`src/verilog/dsb_pkg.sv`:
```
// Constants for the drive status and identity parameter bank.
// Assumes word-addressed 16-bit parameter access; 32-bit values occupy two addresses.
`default_nettype none
package dsb_pkg;

  localparam int DSB_AW = 16;
  localparam int DSB_DW = 16;
  localparam int DSB_MW = 32;

  // Parameter addresses (16-bit word addresses); 32-bit values: high word first
  localparam logic [15:0] DSB_ADDR_DEV_FW = 16'h0104;
  localparam logic [15:0] DSB_ADDR_SERIAL = 16'h012E;
  localparam logic [15:0] DSB_ADDR_COMM_FW = 16'h1A16;
  localparam logic [15:0] DSB_ADDR_STOP = 16'h1C0A;
  localparam logic [15:0] DSB_ADDR_PRESENT = 16'h1C0E;
  localparam logic [15:0] DSB_ADDR_SAVED = 16'h1C10;
  localparam logic [15:0] DSB_ADDR_TEMP = 16'h1C20;
  localparam logic [15:0] DSB_ADDR_LO_OFS = 16'h0001;

  // Point-free decimal firmware version default, serial number default and reset values
  localparam logic [15:0] DSB_FW_VERSION_DEF = 16'h1069;
  localparam logic [31:0] DSB_SERIAL_DEF = 32'h0000_0000;
  localparam logic [15:0] DSB_STOP_CODE_RST = 16'h0000;
  localparam logic [15:0] DSB_TEMP_RST = 16'h0000;
  localparam logic [31:0] DSB_MON_RST = 32'h0000_0000;
  localparam logic [15:0] DSB_RDATA_RST = 16'h0000;

  // Monitoring bit positions
  localparam int MON_GENERAL = 0;
  localparam int MON_HW_LIMIT = 1;
  localparam int MON_OUT_OF_RANGE = 2;
  localparam int MON_QUICK_STOP = 3;
  localparam int MON_SAFE_TORQUE_OFF_LOW = 4;
  localparam int MON_RS485 = 6;
  localparam int MON_CAN = 7;
  localparam int MON_ETHERNET = 8;
  localparam int MON_REF_FREQ = 9;
  localparam int MON_OP_MODE = 10;
  localparam int MON_PROFIBUS = 12;
  localparam int MON_DC_UNDERVOLT = 14;
  localparam int MON_DC_OVERVOLT = 15;
  localparam int MON_MAINS_PHASE = 16;
  localparam int MON_MOTOR_CONN = 17;
  localparam int MON_MOTOR_OVERCUR = 18;
  localparam int MON_MOTOR_ENCODER = 19;
  localparam int MON_24V_UNDERVOLT = 20;
  localparam int MON_OVERTEMP = 21;
  localparam int MON_POS_DEVIATION = 22;
  localparam int MON_MAX_VELOCITY = 23;
  localparam int MON_SAFE_TORQUE_OFF_DIFF = 24;
  localparam int MON_NVM_ERROR = 29;
  localparam int MON_BOOTING = 30;
  localparam int MON_SYSTEM = 31;

  localparam logic [31:0] DSB_MON_USED_MASK =
    (32'h1 << MON_GENERAL) | (32'h1 << MON_HW_LIMIT) | (32'h1 << MON_OUT_OF_RANGE) |
    (32'h1 << MON_QUICK_STOP) | (32'h1 << MON_SAFE_TORQUE_OFF_LOW) |
    (32'h1 << MON_RS485) |
    (32'h1 << MON_CAN) | (32'h1 << MON_ETHERNET) | (32'h1 << MON_REF_FREQ) |
    (32'h1 << MON_OP_MODE) | (32'h1 << MON_PROFIBUS) | (32'h1 << MON_DC_UNDERVOLT) |
    (32'h1 << MON_DC_OVERVOLT) | (32'h1 << MON_MAINS_PHASE) | (32'h1 << MON_MOTOR_CONN) |
    (32'h1 << MON_MOTOR_OVERCUR) | (32'h1 << MON_MOTOR_ENCODER) |
    (32'h1 << MON_24V_UNDERVOLT) | (32'h1 << MON_OVERTEMP) | (32'h1 << MON_POS_DEVIATION) |
    (32'h1 << MON_MAX_VELOCITY) | (32'h1 << MON_SAFE_TORQUE_OFF_DIFF) |
    (32'h1 << MON_NVM_ERROR) |
    (32'h1 << MON_BOOTING) | (32'h1 << MON_SYSTEM);

  typedef enum logic [3:0] {
    DSB_SEL_NONE,
    DSB_SEL_COMM_FW,
    DSB_SEL_DEV_FW,
    DSB_SEL_SER_HI,
    DSB_SEL_SER_LO,
    DSB_SEL_STOP,
    DSB_SEL_PRES_HI,
    DSB_SEL_PRES_LO,
    DSB_SEL_SAVED_HI,
    DSB_SEL_SAVED_LO,
    DSB_SEL_TEMP
  } dsb_sel_e;

endpackage : dsb_pkg
`default_nettype wire

```
`src/verilog/dsb_identity_bank.sv`:
```
// Drive status and identity parameter bank: versions, serial, monitor words,
// stop error code and power stage temperature, read over word-addressed access.
// Assumes inputs synchronous to clk_sys; one request per cycle; answer one cycle later.
// Function
// - Comm module firmware version readable as read-only 16-bit point-free decimal.
// - Device firmware version readable as read-only 16-bit point-free decimal.
// - Read-write 32-bit serial number, full unsigned range; reset loads SERIAL_INIT.
// - Serial number changes only while the power stage is disabled.
// - Read-only 32-bit present monitoring word, same layout as saved word.
// - Read-only 32-bit saved monitoring word, one means activated.
// - Bits 0-4: general, hw limit, out of range, quick stop, safe torque off zero.
// - Bits 6,7,8,12: RS485, CAN, Ethernet, Profibus.
// - Bit 9 reference frequency too high, bit 10 operating mode.
// - Bits 14,15,16: DC undervoltage, DC overvoltage, mains phase.
// - Bits 17-21: motor connection, overcurrent, encoder, 24V low, overtemperature.
// - Bits 22,23,24: position deviation, max velocity, safe torque off inputs differ.
// - Bits 29,30,31: nonvolatile memory, booting, system fault.
// - Bits 5, 11, 13, 25 to 28 are reserved and read zero.
// - Read-only 16-bit code of latest stopping error, reset zero.
// - Power stage temperature as read-only signed 16-bit degrees Celsius.
`timescale 1ns/100ps
`default_nettype none
module dsb_identity_bank #(
  parameter logic [15:0] COMM_FW_VERSION = dsb_pkg::DSB_FW_VERSION_DEF,
  parameter logic [15:0] DEV_FW_VERSION = dsb_pkg::DSB_FW_VERSION_DEF,
  parameter logic [31:0] SERIAL_INIT = dsb_pkg::DSB_SERIAL_DEF,
  parameter int MON_W = dsb_pkg::DSB_MW
) (
  input wire logic clk_sys, // System clock, 40 MHz
  input wire logic rst_b, // Synchronous reset, active low
  input wire logic [dsb_pkg::DSB_AW-1:0] par_addr, // Parameter word address
  input wire logic par_rd, // Read request
  input wire logic par_wr, // Write request
  input wire logic [dsb_pkg::DSB_DW-1:0] par_wdata, // Write data
  output logic [dsb_pkg::DSB_DW-1:0] par_rdata, // Read data
  output logic par_rvalid, // Read answer pulse
  output logic par_wack, // Write accepted pulse
  output logic par_err, // Request refused pulse
  input wire logic power_stage_enabled, // Power stage enabled level
  input wire logic [dsb_pkg::DSB_MW-1:0] monitor_present_in, // Raw monitoring signals
  input wire logic monitor_clear, // Clear saved monitoring word
  input wire logic stop_event, // Stopping error detected pulse
  input wire logic [dsb_pkg::DSB_DW-1:0] stop_code_in, // Code of that error
  input wire logic signed [dsb_pkg::DSB_DW-1:0] power_stage_temp_in // Temperature, deg C
);
  import dsb_pkg::*;

  logic [DSB_MW-1:0] monitor_present_ff;
  logic [DSB_MW-1:0] monitor_saved_ff;
  logic [DSB_MW-1:0] unit_serial_ff;
  logic [DSB_DW-1:0] stop_error_code_ff;
  logic signed [DSB_DW-1:0] power_stage_temp_ff;
  logic [DSB_DW-1:0] nxt_rdata;
  logic nxt_rd_hit;
  logic nxt_wr_hit;
  logic both_req;
  dsb_sel_e rd_sel;

  initial begin
    if (MON_W != DSB_MW) begin
      $error("dsb_identity_bank: MON_W must equal 32");
    end
  end

  function automatic dsb_sel_e dsb_decode(input logic [DSB_AW-1:0] a);
    dsb_sel_e s;
    s = DSB_SEL_NONE;
    case (a)
      DSB_ADDR_COMM_FW: s = DSB_SEL_COMM_FW;
      DSB_ADDR_DEV_FW: s = DSB_SEL_DEV_FW;
      DSB_ADDR_SERIAL: s = DSB_SEL_SER_HI;
      DSB_ADDR_SERIAL + DSB_ADDR_LO_OFS: s = DSB_SEL_SER_LO;
      DSB_ADDR_STOP: s = DSB_SEL_STOP;
      DSB_ADDR_PRESENT: s = DSB_SEL_PRES_HI;
      DSB_ADDR_PRESENT + DSB_ADDR_LO_OFS: s = DSB_SEL_PRES_LO;
      DSB_ADDR_SAVED: s = DSB_SEL_SAVED_HI;
      DSB_ADDR_SAVED + DSB_ADDR_LO_OFS: s = DSB_SEL_SAVED_LO;
      DSB_ADDR_TEMP: s = DSB_SEL_TEMP;
      default: s = DSB_SEL_NONE;
    endcase
    return s;
  endfunction : dsb_decode

  // Monitoring snapshot; unassigned positions forced to zero
  always_ff @(posedge clk_sys) begin
    if (!rst_b) begin
      monitor_present_ff <= DSB_MON_RST;
    end else begin
      monitor_present_ff <= monitor_present_in & DSB_MON_USED_MASK;
    end
  end

  dsb_sticky_word #(
    .W(DSB_MW)
  ) u_saved (
    .clk_sys(clk_sys),
    .rst_b(rst_b),
    .set_bits(monitor_present_ff),
    .clr(monitor_clear),
    .q_ff(monitor_saved_ff)
  );

  assign both_req = par_rd && par_wr;
  assign rd_sel = dsb_decode(par_addr);

  // Serial number: only the two serial words are writable, power stage off only
  assign nxt_wr_hit = par_wr && !both_req && !power_stage_enabled &&
                      (rd_sel == DSB_SEL_SER_HI || rd_sel == DSB_SEL_SER_LO);

  always_ff @(posedge clk_sys) begin
    if (!rst_b) begin
      unit_serial_ff <= SERIAL_INIT;
    end else if (nxt_wr_hit) begin
      if (rd_sel == DSB_SEL_SER_HI) begin
        unit_serial_ff[31:16] <= par_wdata;
      end else begin
        unit_serial_ff[15:0] <= par_wdata;
      end
    end
  end

  always_ff @(posedge clk_sys) begin
    if (!rst_b) begin
      stop_error_code_ff <= DSB_STOP_CODE_RST;
    end else if (stop_event) begin
      stop_error_code_ff <= stop_code_in;
    end
  end

  always_ff @(posedge clk_sys) begin
    if (!rst_b) begin
      power_stage_temp_ff <= DSB_TEMP_RST;
    end else begin
      power_stage_temp_ff <= power_stage_temp_in;
    end
  end

  // Read mux; 32-bit values give the high word at the base address
  always_comb begin
    nxt_rdata = DSB_RDATA_RST;
    nxt_rd_hit = 1'b1;
    case (rd_sel)
      DSB_SEL_COMM_FW: nxt_rdata = COMM_FW_VERSION;
      DSB_SEL_DEV_FW: nxt_rdata = DEV_FW_VERSION;
      DSB_SEL_SER_HI: nxt_rdata = unit_serial_ff[31:16];
      DSB_SEL_SER_LO: nxt_rdata = unit_serial_ff[15:0];
      DSB_SEL_STOP: nxt_rdata = stop_error_code_ff;
      DSB_SEL_PRES_HI: nxt_rdata = monitor_present_ff[31:16];
      DSB_SEL_PRES_LO: nxt_rdata = monitor_present_ff[15:0];
      DSB_SEL_SAVED_HI: nxt_rdata = monitor_saved_ff[31:16];
      DSB_SEL_SAVED_LO: nxt_rdata = monitor_saved_ff[15:0];
      DSB_SEL_TEMP: nxt_rdata = power_stage_temp_ff;
      default: nxt_rd_hit = 1'b0;
    endcase
  end

  always_ff @(posedge clk_sys) begin
    if (!rst_b) begin
      par_rdata <= DSB_RDATA_RST;
      par_rvalid <= 1'b0;
    end else begin
      par_rvalid <= par_rd && !both_req && nxt_rd_hit;
      if (par_rd && !both_req && nxt_rd_hit) begin
        par_rdata <= nxt_rdata;
      end
    end
  end

  // Refusals: unmapped read, any refused write, read and write together
  always_ff @(posedge clk_sys) begin
    if (!rst_b) begin
      par_wack <= 1'b0;
      par_err <= 1'b0;
    end else begin
      par_wack <= nxt_wr_hit;
      par_err <= both_req || (par_rd && !nxt_rd_hit) || (par_wr && !nxt_wr_hit);
    end
  end

  a_comm_fw_read: assert property (@(posedge clk_sys) disable iff (!rst_b)
    par_rd && !par_wr && par_addr == DSB_ADDR_COMM_FW |=> par_rvalid && par_rdata == COMM_FW_VERSION)
    else $error("comm firmware version read wrong");

  a_dev_fw_read: assert property (@(posedge clk_sys) disable iff (!rst_b)
    par_rd && !par_wr && par_addr == DSB_ADDR_DEV_FW |=> par_rvalid && par_rdata == DEV_FW_VERSION)
    else $error("device firmware version read wrong");

  a_serial_locked: assert property (@(posedge clk_sys) disable iff (!rst_b)
    power_stage_enabled |=> $stable(unit_serial_ff) && !par_wack)
    else $error("serial changed while power stage enabled");

  a_serial_write: assert property (@(posedge clk_sys) disable iff (!rst_b)
    par_wr && !par_rd && !power_stage_enabled && par_addr == DSB_ADDR_SERIAL
    |=> par_wack && unit_serial_ff[31:16] == $past(par_wdata))
    else $error("serial high word write not taken");

  a_reserved_zero: assert property (@(posedge clk_sys) disable iff (!rst_b)
    (monitor_present_ff & ~DSB_MON_USED_MASK) == DSB_MON_RST)
    else $error("reserved monitoring bit set");

  a_present_track: assert property (@(posedge clk_sys) disable iff (!rst_b)
    1'b1 |=> monitor_present_ff == ($past(monitor_present_in) & DSB_MON_USED_MASK))
    else $error("present monitoring word stale");

  a_saved_sets: assert property (@(posedge clk_sys) disable iff (!rst_b)
    1'b1 |=> (monitor_saved_ff & $past(monitor_present_ff)) == $past(monitor_present_ff))
    else $error("saved monitoring bit not set");

  a_saved_holds: assert property (@(posedge clk_sys) disable iff (!rst_b)
    !monitor_clear |=> (monitor_saved_ff & $past(monitor_saved_ff)) == $past(monitor_saved_ff))
    else $error("saved monitoring bit lost without clear");

  a_stop_capture: assert property (@(posedge clk_sys) disable iff (!rst_b)
    stop_event ##1 (!stop_event)[*2] |-> stop_error_code_ff == $past(stop_code_in, 2))
    else $error("stop error code not captured");

  a_temp_read: assert property (@(posedge clk_sys) disable iff (!rst_b)
    par_rd && !par_wr && par_addr == DSB_ADDR_TEMP |=> par_rdata == $past(power_stage_temp_ff))
    else $error("temperature read wrong");

  a_unmapped_err: assert property (@(posedge clk_sys) disable iff (!rst_b)
    par_rd && !par_wr && dsb_decode(par_addr) == DSB_SEL_NONE |=> par_err && !par_rvalid)
    else $error("unmapped read not refused");

  a_serial_lo_write: assert property (@(posedge clk_sys) disable iff (!rst_b)
    par_wr && !par_rd && !power_stage_enabled && par_addr == DSB_ADDR_SERIAL + DSB_ADDR_LO_OFS
    |=> par_wack && unit_serial_ff[15:0] == $past(par_wdata))
    else $error("serial low word write not taken");

  a_serial_refused: assert property (@(posedge clk_sys) disable iff (!rst_b)
    par_wr && !par_rd && power_stage_enabled |=> par_err && !par_wack)
    else $error("serial write not refused while power stage enabled");

  a_wack_cause: assert property (@(posedge clk_sys) disable iff (!rst_b)
    par_wack |-> $past(par_wr) && !$past(par_rd) && !$past(power_stage_enabled))
    else $error("write acknowledged without a permitted request");

  a_serial_hi_read: assert property (@(posedge clk_sys) disable iff (!rst_b)
    par_rd && !par_wr && par_addr == DSB_ADDR_SERIAL
    |=> par_rvalid && par_rdata == $past(unit_serial_ff[31:16]))
    else $error("serial high word read wrong");

  a_serial_lo_read: assert property (@(posedge clk_sys) disable iff (!rst_b)
    par_rd && !par_wr && par_addr == DSB_ADDR_SERIAL + DSB_ADDR_LO_OFS
    |=> par_rvalid && par_rdata == $past(unit_serial_ff[15:0]))
    else $error("serial low word read wrong");

  a_stop_read: assert property (@(posedge clk_sys) disable iff (!rst_b)
    par_rd && !par_wr && par_addr == DSB_ADDR_STOP
    |=> par_rvalid && par_rdata == $past(stop_error_code_ff))
    else $error("stop error code read wrong");

  a_stop_hold: assert property (@(posedge clk_sys) disable iff (!rst_b)
    !stop_event |=> $stable(stop_error_code_ff))
    else $error("stop error code changed without an event");

  a_temp_track: assert property (@(posedge clk_sys) disable iff (!rst_b)
    1'b1 |=> power_stage_temp_ff == $past(power_stage_temp_in))
    else $error("temperature register stale");

  a_present_hi_read: assert property (@(posedge clk_sys) disable iff (!rst_b)
    par_rd && !par_wr && par_addr == DSB_ADDR_PRESENT
    |=> par_rvalid && par_rdata == $past(monitor_present_ff[31:16]))
    else $error("present monitoring high word read wrong");

  a_present_lo_read: assert property (@(posedge clk_sys) disable iff (!rst_b)
    par_rd && !par_wr && par_addr == DSB_ADDR_PRESENT + DSB_ADDR_LO_OFS
    |=> par_rvalid && par_rdata == $past(monitor_present_ff[15:0]))
    else $error("present monitoring low word read wrong");

  a_saved_hi_read: assert property (@(posedge clk_sys) disable iff (!rst_b)
    par_rd && !par_wr && par_addr == DSB_ADDR_SAVED
    |=> par_rvalid && par_rdata == $past(monitor_saved_ff[31:16]))
    else $error("saved monitoring high word read wrong");

  a_saved_lo_read: assert property (@(posedge clk_sys) disable iff (!rst_b)
    par_rd && !par_wr && par_addr == DSB_ADDR_SAVED + DSB_ADDR_LO_OFS
    |=> par_rvalid && par_rdata == $past(monitor_saved_ff[15:0]))
    else $error("saved monitoring low word read wrong");

  a_saved_cleared: assert property (@(posedge clk_sys) disable iff (!rst_b)
    monitor_clear |=> monitor_saved_ff == $past(monitor_present_ff))
    else $error("saved monitoring word not cleared");

  a_saved_reserved: assert property (@(posedge clk_sys) disable iff (!rst_b)
    (monitor_saved_ff & ~DSB_MON_USED_MASK) == DSB_MON_RST)
    else $error("reserved saved monitoring bit set");

  a_both_refused: assert property (@(posedge clk_sys) disable iff (!rst_b)
    par_rd && par_wr |=> par_err && !par_rvalid && !par_wack)
    else $error("read and write together not refused");

  a_rdata_hold: assert property (@(posedge clk_sys) disable iff (!rst_b)
    !par_rvalid |-> $stable(par_rdata))
    else $error("read data changed without an answer");

  a_rvalid_cause: assert property (@(posedge clk_sys) disable iff (!rst_b)
    par_rvalid |-> $past(par_rd) && !$past(par_wr))
    else $error("read answer without a read request");

  a_pulse_exclusive: assert property (@(posedge clk_sys) disable iff (!rst_b)
    par_err |-> !par_rvalid && !par_wack)
    else $error("refusal together with an answer");

  c_serial_taken: cover property (@(posedge clk_sys) disable iff (!rst_b) par_wack);
  c_serial_refused: cover property (@(posedge clk_sys) disable iff (!rst_b)
    par_wr && power_stage_enabled ##1 par_err);
  c_saved_clear: cover property (@(posedge clk_sys) disable iff (!rst_b)
    monitor_saved_ff != DSB_MON_RST && monitor_clear ##1 monitor_saved_ff == DSB_MON_RST);
  c_saved_read: cover property (@(posedge clk_sys) disable iff (!rst_b)
    par_rd && par_addr == DSB_ADDR_SAVED ##1 par_rvalid);
  c_both_refused: cover property (@(posedge clk_sys) disable iff (!rst_b)
    par_rd && par_wr ##1 par_err);

endmodule : dsb_identity_bank
`default_nettype wire

```
`src/verilog/dsb_sticky_word.sv`:
```
// Sticky word: each bit sets while its input is one and holds until cleared.
// Assumes a single clock and synchronous active-low reset; set wins over clear.
`timescale 1ns/100ps
`default_nettype none
module dsb_sticky_word #(
  parameter int W = 32
) (
  input wire logic clk_sys, // System clock
  input wire logic rst_b, // Synchronous reset, active low
  input wire logic [W-1:0] set_bits, // Bits to set this cycle
  input wire logic clr, // Clear all bits
  output logic [W-1:0] q_ff // Saved word
);
  import dsb_pkg::*;

  initial begin
    if (W < 1 || W > DSB_MW) begin
      $error("dsb_sticky_word: W out of range");
    end
  end

  always_ff @(posedge clk_sys) begin
    if (!rst_b) begin
      q_ff <= DSB_MON_RST[W-1:0];
    end else begin
      q_ff <= (q_ff & ~{W{clr}}) | set_bits;
    end
  end

endmodule : dsb_sticky_word
`default_nettype wire

```
`config.mk`:
```
export PLATFORM = sky130hd
export DESIGN_NAME = dsb_identity_bank
export DESIGN_NICKNAME = d
export VERILOG_FILES = /design/src/verilog/dsb_pkg.sv /design/src/verilog/dsb_identity_bank.sv /design/src/verilog/dsb_sticky_word.sv
export SDC_FILE = /design/constraint.sdc
export NUM_CORES = 1
export LEC_CHECK = 0
export BUFFER_PORTS_ARGS = -buffer_cell sky130_fd_sc_hd__clkbuf_2
export CORE_ASPECT_RATIO = 0.5
export CORE_MARGIN = 5
export CORE_UTILIZATION = 40
export DETAILED_ROUTE_END_ITERATION = 10
export REMOVE_ABC_BUFFERS = 1
export SLEW_MARGIN = 30
export SYNTH_ARGS = -nofsm -noshare
export SYNTH_HDL_FRONTEND = slang
export SYNTH_SLANG_ARGS = --single-unit
export TNS_END_PERCENT = 50
```
`constraint.sdc`:
```
create_clock -name clk_sys -period 7.1 [get_ports clk_sys]
set_input_delay 2.13 -clock clk_sys [delete_from_list [all_inputs] [get_ports clk_sys]]
set_output_delay 2.13 -clock clk_sys [all_outputs]
set_load 0.05 [all_outputs]
```
# [Word level (Yosys, flattened, before mapping)]
# Cells that the tools add are included.
[classes] n_bitwise=4 n_lt_le_gt_ge=0 n_eq_ne=20 mux=3 add_sub_neg=0 multipliers=0 div_mod_pow=0 n_reduce_logical=19 shift=0
[ops] cell="$pmux W16 S9" count=1
[ops] cell="$eq A16 B13 Y1 const B" count=7
[ops] cell="$eq A16 B9 Y1 const B" count=3
[ops] cell="$pmux W4 S10" count=1
[ops] cell="$and A32 B32 Y32" count=1
[ops] cell="$not A32 Y32" count=1
[ops] cell="$or A32 B32 Y32" count=1
[ops] cell="$eq A4 B3 Y1 const B" count=4
[ops] cell="$eq A4 B4 Y1 const B" count=3
[ops] cell="$reduce_or A10 Y1" count=1
[ops] cell="$eq A4 B2 Y1 const B" count=2
[ops] cell="$logic_and A1 B1 Y1" count=8
[ops] cell="$eq A4 B1 Y1 const B" count=1
[ops] cell="$logic_not A1 Y1" count=4
[ops] cell="$reduce_and A2 Y1" count=2
[ops] cell="$logic_or A1 B1 Y1" count=3
[ops] cell="$reduce_or A2 Y1" count=1
[ops] cell="$mux W1" count=1
[ops] cell="$not A1 Y1" count=1
[word_totals] inputBits=103 latch_bits=0 n_memories=0 ramBits=0 word_cells=57 out_inout_bits=19 regBits=147 rom_bits=0

# [Logic depth before layout (Yosys ltp)]
[logic_depth] ltp_word=9 mapped_depth=9 ltp_nobuf=6

# [By module]
# A second synthesis with hierarchy kept.
[unflattened] hier_cells=630 area_unflattened_um2=5955.7
[modules_own_cells] mod="dsb_identity_bank" instances=1 seq_area_each_um2=2162.1 area_per_inst_um2=4834.6 cells_each=528
[modules_own_cells] mod="dsb_sticky_word" instances=1 seq_area_each_um2=640.6 area_per_inst_um2=1121.1 cells_each=102

# [Worst setup path before layout]
# OpenSTA, ideal clock, no wires.
[synth_timing] kind="in2reg" start="in par_addr[11] (netlist bit)" end="reg par_rdata[12] (netlist bit)" required_ns=7.039 slack_ns=3.087 stages=7 arrival_ns=3.952 path_cell_list="or4b_1 -> or3_1 -> buf_6 -> or3_4 -> buf_6 -> o221ai_2 -> o221a_1"
[synth_between] elab_chain_len=6 elab_cells_between_ends=26
[synth_lines] element="from (decl)" line_no="dsb_identity_bank.sv:31" rtl="input wire logic [dsb_pkg::DSB_AW-1:0] par_addr,"
[synth_lines] element="$eq A16 B13 Y1 / $eq A16 B9 Y1 (equally long branches)" line_no="dsb_identity_bank.sv:68" rtl="case (a)"
[synth_lines] element="$pmux W4 S10 (*)" line_no="dsb_identity_bank.sv:68"
[synth_lines] element="$eq A4 B2 Y1 (tied with other cells)" line_no="dsb_identity_bank.sv:142" rtl="case (rd_sel)"
[synth_lines] element="$reduce_or A10 Y1 (no line)"
[synth_lines] element="$mux W1" line_no="dsb_identity_bank.sv:142"
[synth_lines] element="$logic_and A1 B1 Y1" line_no="dsb_identity_bank.sv:163" rtl="if (par_rd && !both_req && nxt_rd_hit) begin"
[synth_lines] element="to (signal assigned)" line_no="dsb_identity_bank.sv:164" rtl="par_rdata <= nxt_rdata;"
[synth_lines] element="to (decl)" line_no="dsb_identity_bank.sv:35" rtl="output logic [dsb_pkg::DSB_DW-1:0] par_rdata,"
# Mark *: on every way between the ends. The rest lies on a longest branch, timed or not.
# A chain may end at the register's enable or synchronous reset.

# [Worst setup path in the final report]
[layout_timing] start="in par_addr[10] (netlist bit)" end="reg unit_serial_ff[2]"
[layout_between] elab_chain_len=6 elab_cells_between_ends=17
[layout_lines] element="$eq A16 B13 Y1 / $eq A16 B9 Y1 (equally long branches)" line_no="dsb_identity_bank.sv:68"
[layout_lines] element="$pmux W4 S10 (*)" line_no="dsb_identity_bank.sv:68"
[layout_lines] element="$eq A4 B2 Y1 / $eq A4 B3 Y1 (equally long branches)" line_no="dsb_identity_bank.sv:108, dsb_identity_bank.sv:114"
[layout_lines] element="$logic_or A1 B1 Y1" line_no="dsb_identity_bank.sv:108" rtl="(rd_sel == DSB_SEL_SER_HI || rd_sel == DSB_SEL_SER_LO);"
[layout_lines] element="$logic_and A1 B1 Y1" line_no="dsb_identity_bank.sv:107" rtl="assign nxt_wr_hit = par_wr && !both_req && !power_stage_enabled &&"
[layout_lines] element="$reduce_and A2 Y1 (no line) (*)"
[layout_lines] element="to (signal assigned)" line_no="dsb_identity_bank.sv:117" rtl="unit_serial_ff[15:0] <= par_wdata;"
[layout_lines] element="to (decl)" line_no="dsb_identity_bank.sv:50" rtl="logic [DSB_MW-1:0] unit_serial_ff;"
# Marks and branches as above.

==> reports/results.ini <==
[clock_network]
clockRootBuffer = clkbuf_16
hold_buffers = 0
clk_pin_slew_worst_paths_ns = 0.06
cts_setup_buffers = 0
htreeDepth = 4
cts_buffer_depth = 2
cts_resized = 0
numClockSinks = 140
clkLatencyLatePin_ns = 0.43
cts_made_buffers = 17
cts_tree = yes

[pwr]
ir_worst_vdd_mv = 0.158
internal_power_w = 0.00149
seq_power_share_pct = 43.0
p_switching_w = 0.000428
p_clk_share_pct = 51.3
power.total_w = 0.00192
swShare_pct = 22.3
p_comb_share_pct = 5.7
powerDensity_nw_per_um2 = 266
p_leak_nw = 2.95

[drt]
num_vias = 4864
via_per_inst = 5.29
wl_per_cell_um = 18.3
drc = 0
drt-pass1-iter-count = 5
drt_wl_total_um = 16800
drtIter0Drc = 488
ant_nets = 0

[global_route]
grt_overflow_total = 0
grt_max_degree = 109
gr-usage-all-layers_pct = 19.4
grt_pass1_vias = 4655
antenna_found_initial = 0
grt_pass1_wl_um = 25900

[synthesis]
synth_warnings = 0
synth-simple-area-share_pct = 22.6
yosys.area.top_type_share_pct = 47.3
synth.cells.most_frequent = 140 x dfxtp_1, 80 x nand2_1, 50 x and2_1
synth_top_family_by_area = simple AND/OR/NAND/NOR gates
netlist_area_um2 = 5920
synthMuxAreaShare_pct = 4.40
ys_seq_elements = 140
synth_area_leader_cell = dfxtp_1
synth_fa_ha_area_share_pct = 0
yosysMostFrequentCell = dfxtp_1
synthTopCellsByArea = dfxtp_1 47%, and2_1 5.3%, nand2_1 5.1%
synth-xor-area-share_pct = 0
synthFlopType = dfxtp_1
synth_compound_area_share_pct = 22.3
synth_edf_count = 0
synth_cell_types = 59
synthCells = 618
synth-seq-area-share_pct = 47.3
synthArstFlopShare_pct = 0
syn_avg_cell_area_um2 = 9.58

[place]
dpl_worst_slack_ns = 2.38
gp_congestion = 0.802
io_buffers = 114
dp_hpwl_um = 11500
place_inst = 889

[timing]
finalWorstSetupSlack_ns = 2.80
slew_viol_final = 0
period_share_pct = 60.5
hold_viol = 0
setup_viol = 0
holdWs_ns = 0.455
fin_skew_ns = 0.00734
relSlewSlack_pct = 38.0
final.setup.tns_ns = 0
tightest_slew_ns = 0.923
clock.fmax_mhz = 233
layout_min_cycle_time_ns = 4.30
rsz0062_at_grt = false

[worst_setup_path]
startpoint = par_addr[10]
worstSetupEndpointType = flop
crit_slowest_cell = nand4_1
start_kind = input port
path_delay_family = simple AND/OR/NAND/NOR gates
setup.worst_path.class = in -> reg
required_ns = 7.40
cp_cell_sequence = clkbuf_2 > or4b_1 > or3_1 > nor2_1 > nand4_1 > nand2_1 > a21boi_0
arrival_ns = 4.60
path_buf_inv = 1
worstReg2RegStart = power_stage_temp_ff[15]$_SDFF_PN0_
critical-path-max-stage-delay_ns = 0.73
cp_max_fo = 16

[layout]
final_cell_count_no_fill = 920
synthToLayoutAreaGrowth_pct = 22.0
nets = 813
n_antenna_cell = 0
final_layout_size_suffix_gt1_share_pct = 21.6

[floorplan]
pin_count = 122
die_h_um = 96.0
die_w_um = 182
rows = 31
dieArea_um2 = 17500
start_util_pct = 40.9
core_um2 = 14500

[hold_path]
hold_class = reg -> reg
hp-start = unit_serial_ff[9]$_SDFFE_PN0P_

[job]
max-cap-violations = 0

[status]
status = finished, final reports clean

## logic make-up (layout without fill, tap and decap cells)
logic type | count (synthesis) | in the layout
compound gates | 167 | 167
flops | 140 | 140
simple gates | 241 | 241
buf+inv | 44 | 148
mux | 26 | 26
## worst paths after layout
kind	end	slack [ns]	cells after the start
worst max-delay path	unit_serial_ff[2]$_SDFFE_PN0P_	2.80	7
worst min-delay path	unit_serial_ff[9]$_SDFFE_PN0P_	0.45	2
worst max register to register	par_rdata[15]$_SDFFE_PN0P_	5.29	5
worst min register to register	unit_serial_ff[9]$_SDFFE_PN0P_	0.45	2
## cell usage in the layout, fill, tap and decap left out, drive strengths merged, types with 4 or more instances in the layout
cell and count:
a21boi 35, a21oi 9, a222oi 5, a22o 29, a22oi 19, a2bb2oi 4
and2 50, and3 4, buf 4, bufinv 5, clkbuf 131, clkinv 5
dfxtp 140, mux2i 26, nand2 80, nand3 4, nor2 13, nor2b 48
nor3 8, o211a 8, o21a 26, o21ai 10, or3 12
## routing by layer
metal  global-route usage [%]  part of all wire (%)  wire, um  vias to the layer above
li1                         -                     -         -                     2388
met1                     28.3                    50      8410                     2304
met2                     28.9                    43      7200                      155
met3                     4.19                   6.1      1020                       17
met4                     5.43                   1.0       168                        0
met5                        0                     0         0                        -
## worst register-to-register path: cells and delay by family, from the launching register on
| family | cells | cell delay [ns] |
|---|---|---|
| AOI/OAI and AO/OA | 5 | 1.41 |
| DFF | 1 | 0.30 |
## power by group through the flow
| stage | clock network, W | registers (W) | logic, W |
|---|---|---|---|
| finish | 0.000984 | 0.000825 | 0.000109 |
| global route | 0.00103 | 0.000827 | 0.000121 |
| CTS | 0.000988 | 0.000825 | 0.000110 |
| detailed placement | 0 | 0.000842 | 0.000110 |
| global placement | 0 | 0.000842 | 0.000108 |
| floorplan | 0 | 0.000838 | 0.0000482 |
## final cells by class
cell class              instances  area, um2
clock buffers                  18        429
multi-input cells             434       2930
flip-flops and latches        140       2800
fillers                      1367       7250
well taps                     198        248
repair buffers                117        596
clock inverters                13        215
## metrics by stage
step	util [%]	area, um2
floorplan	-	5720
global placement	45.4	6570
detailed placement	45.5	6580
CTS	49.9	7220
global route	49.9	7220
finish	49.9	7220
## state kept, by name, summed over array words and instances, names as in the netlist
signal,cells
monitor_present_ff,25
par_err,1
par_rdata,16
par_rvalid,1
par_wack,1
power_stage_temp_ff,16
stop_error_code_ff,16
u_saved.q_ff,32
unit_serial_ff,32
(Power assumes the default switching activity.)
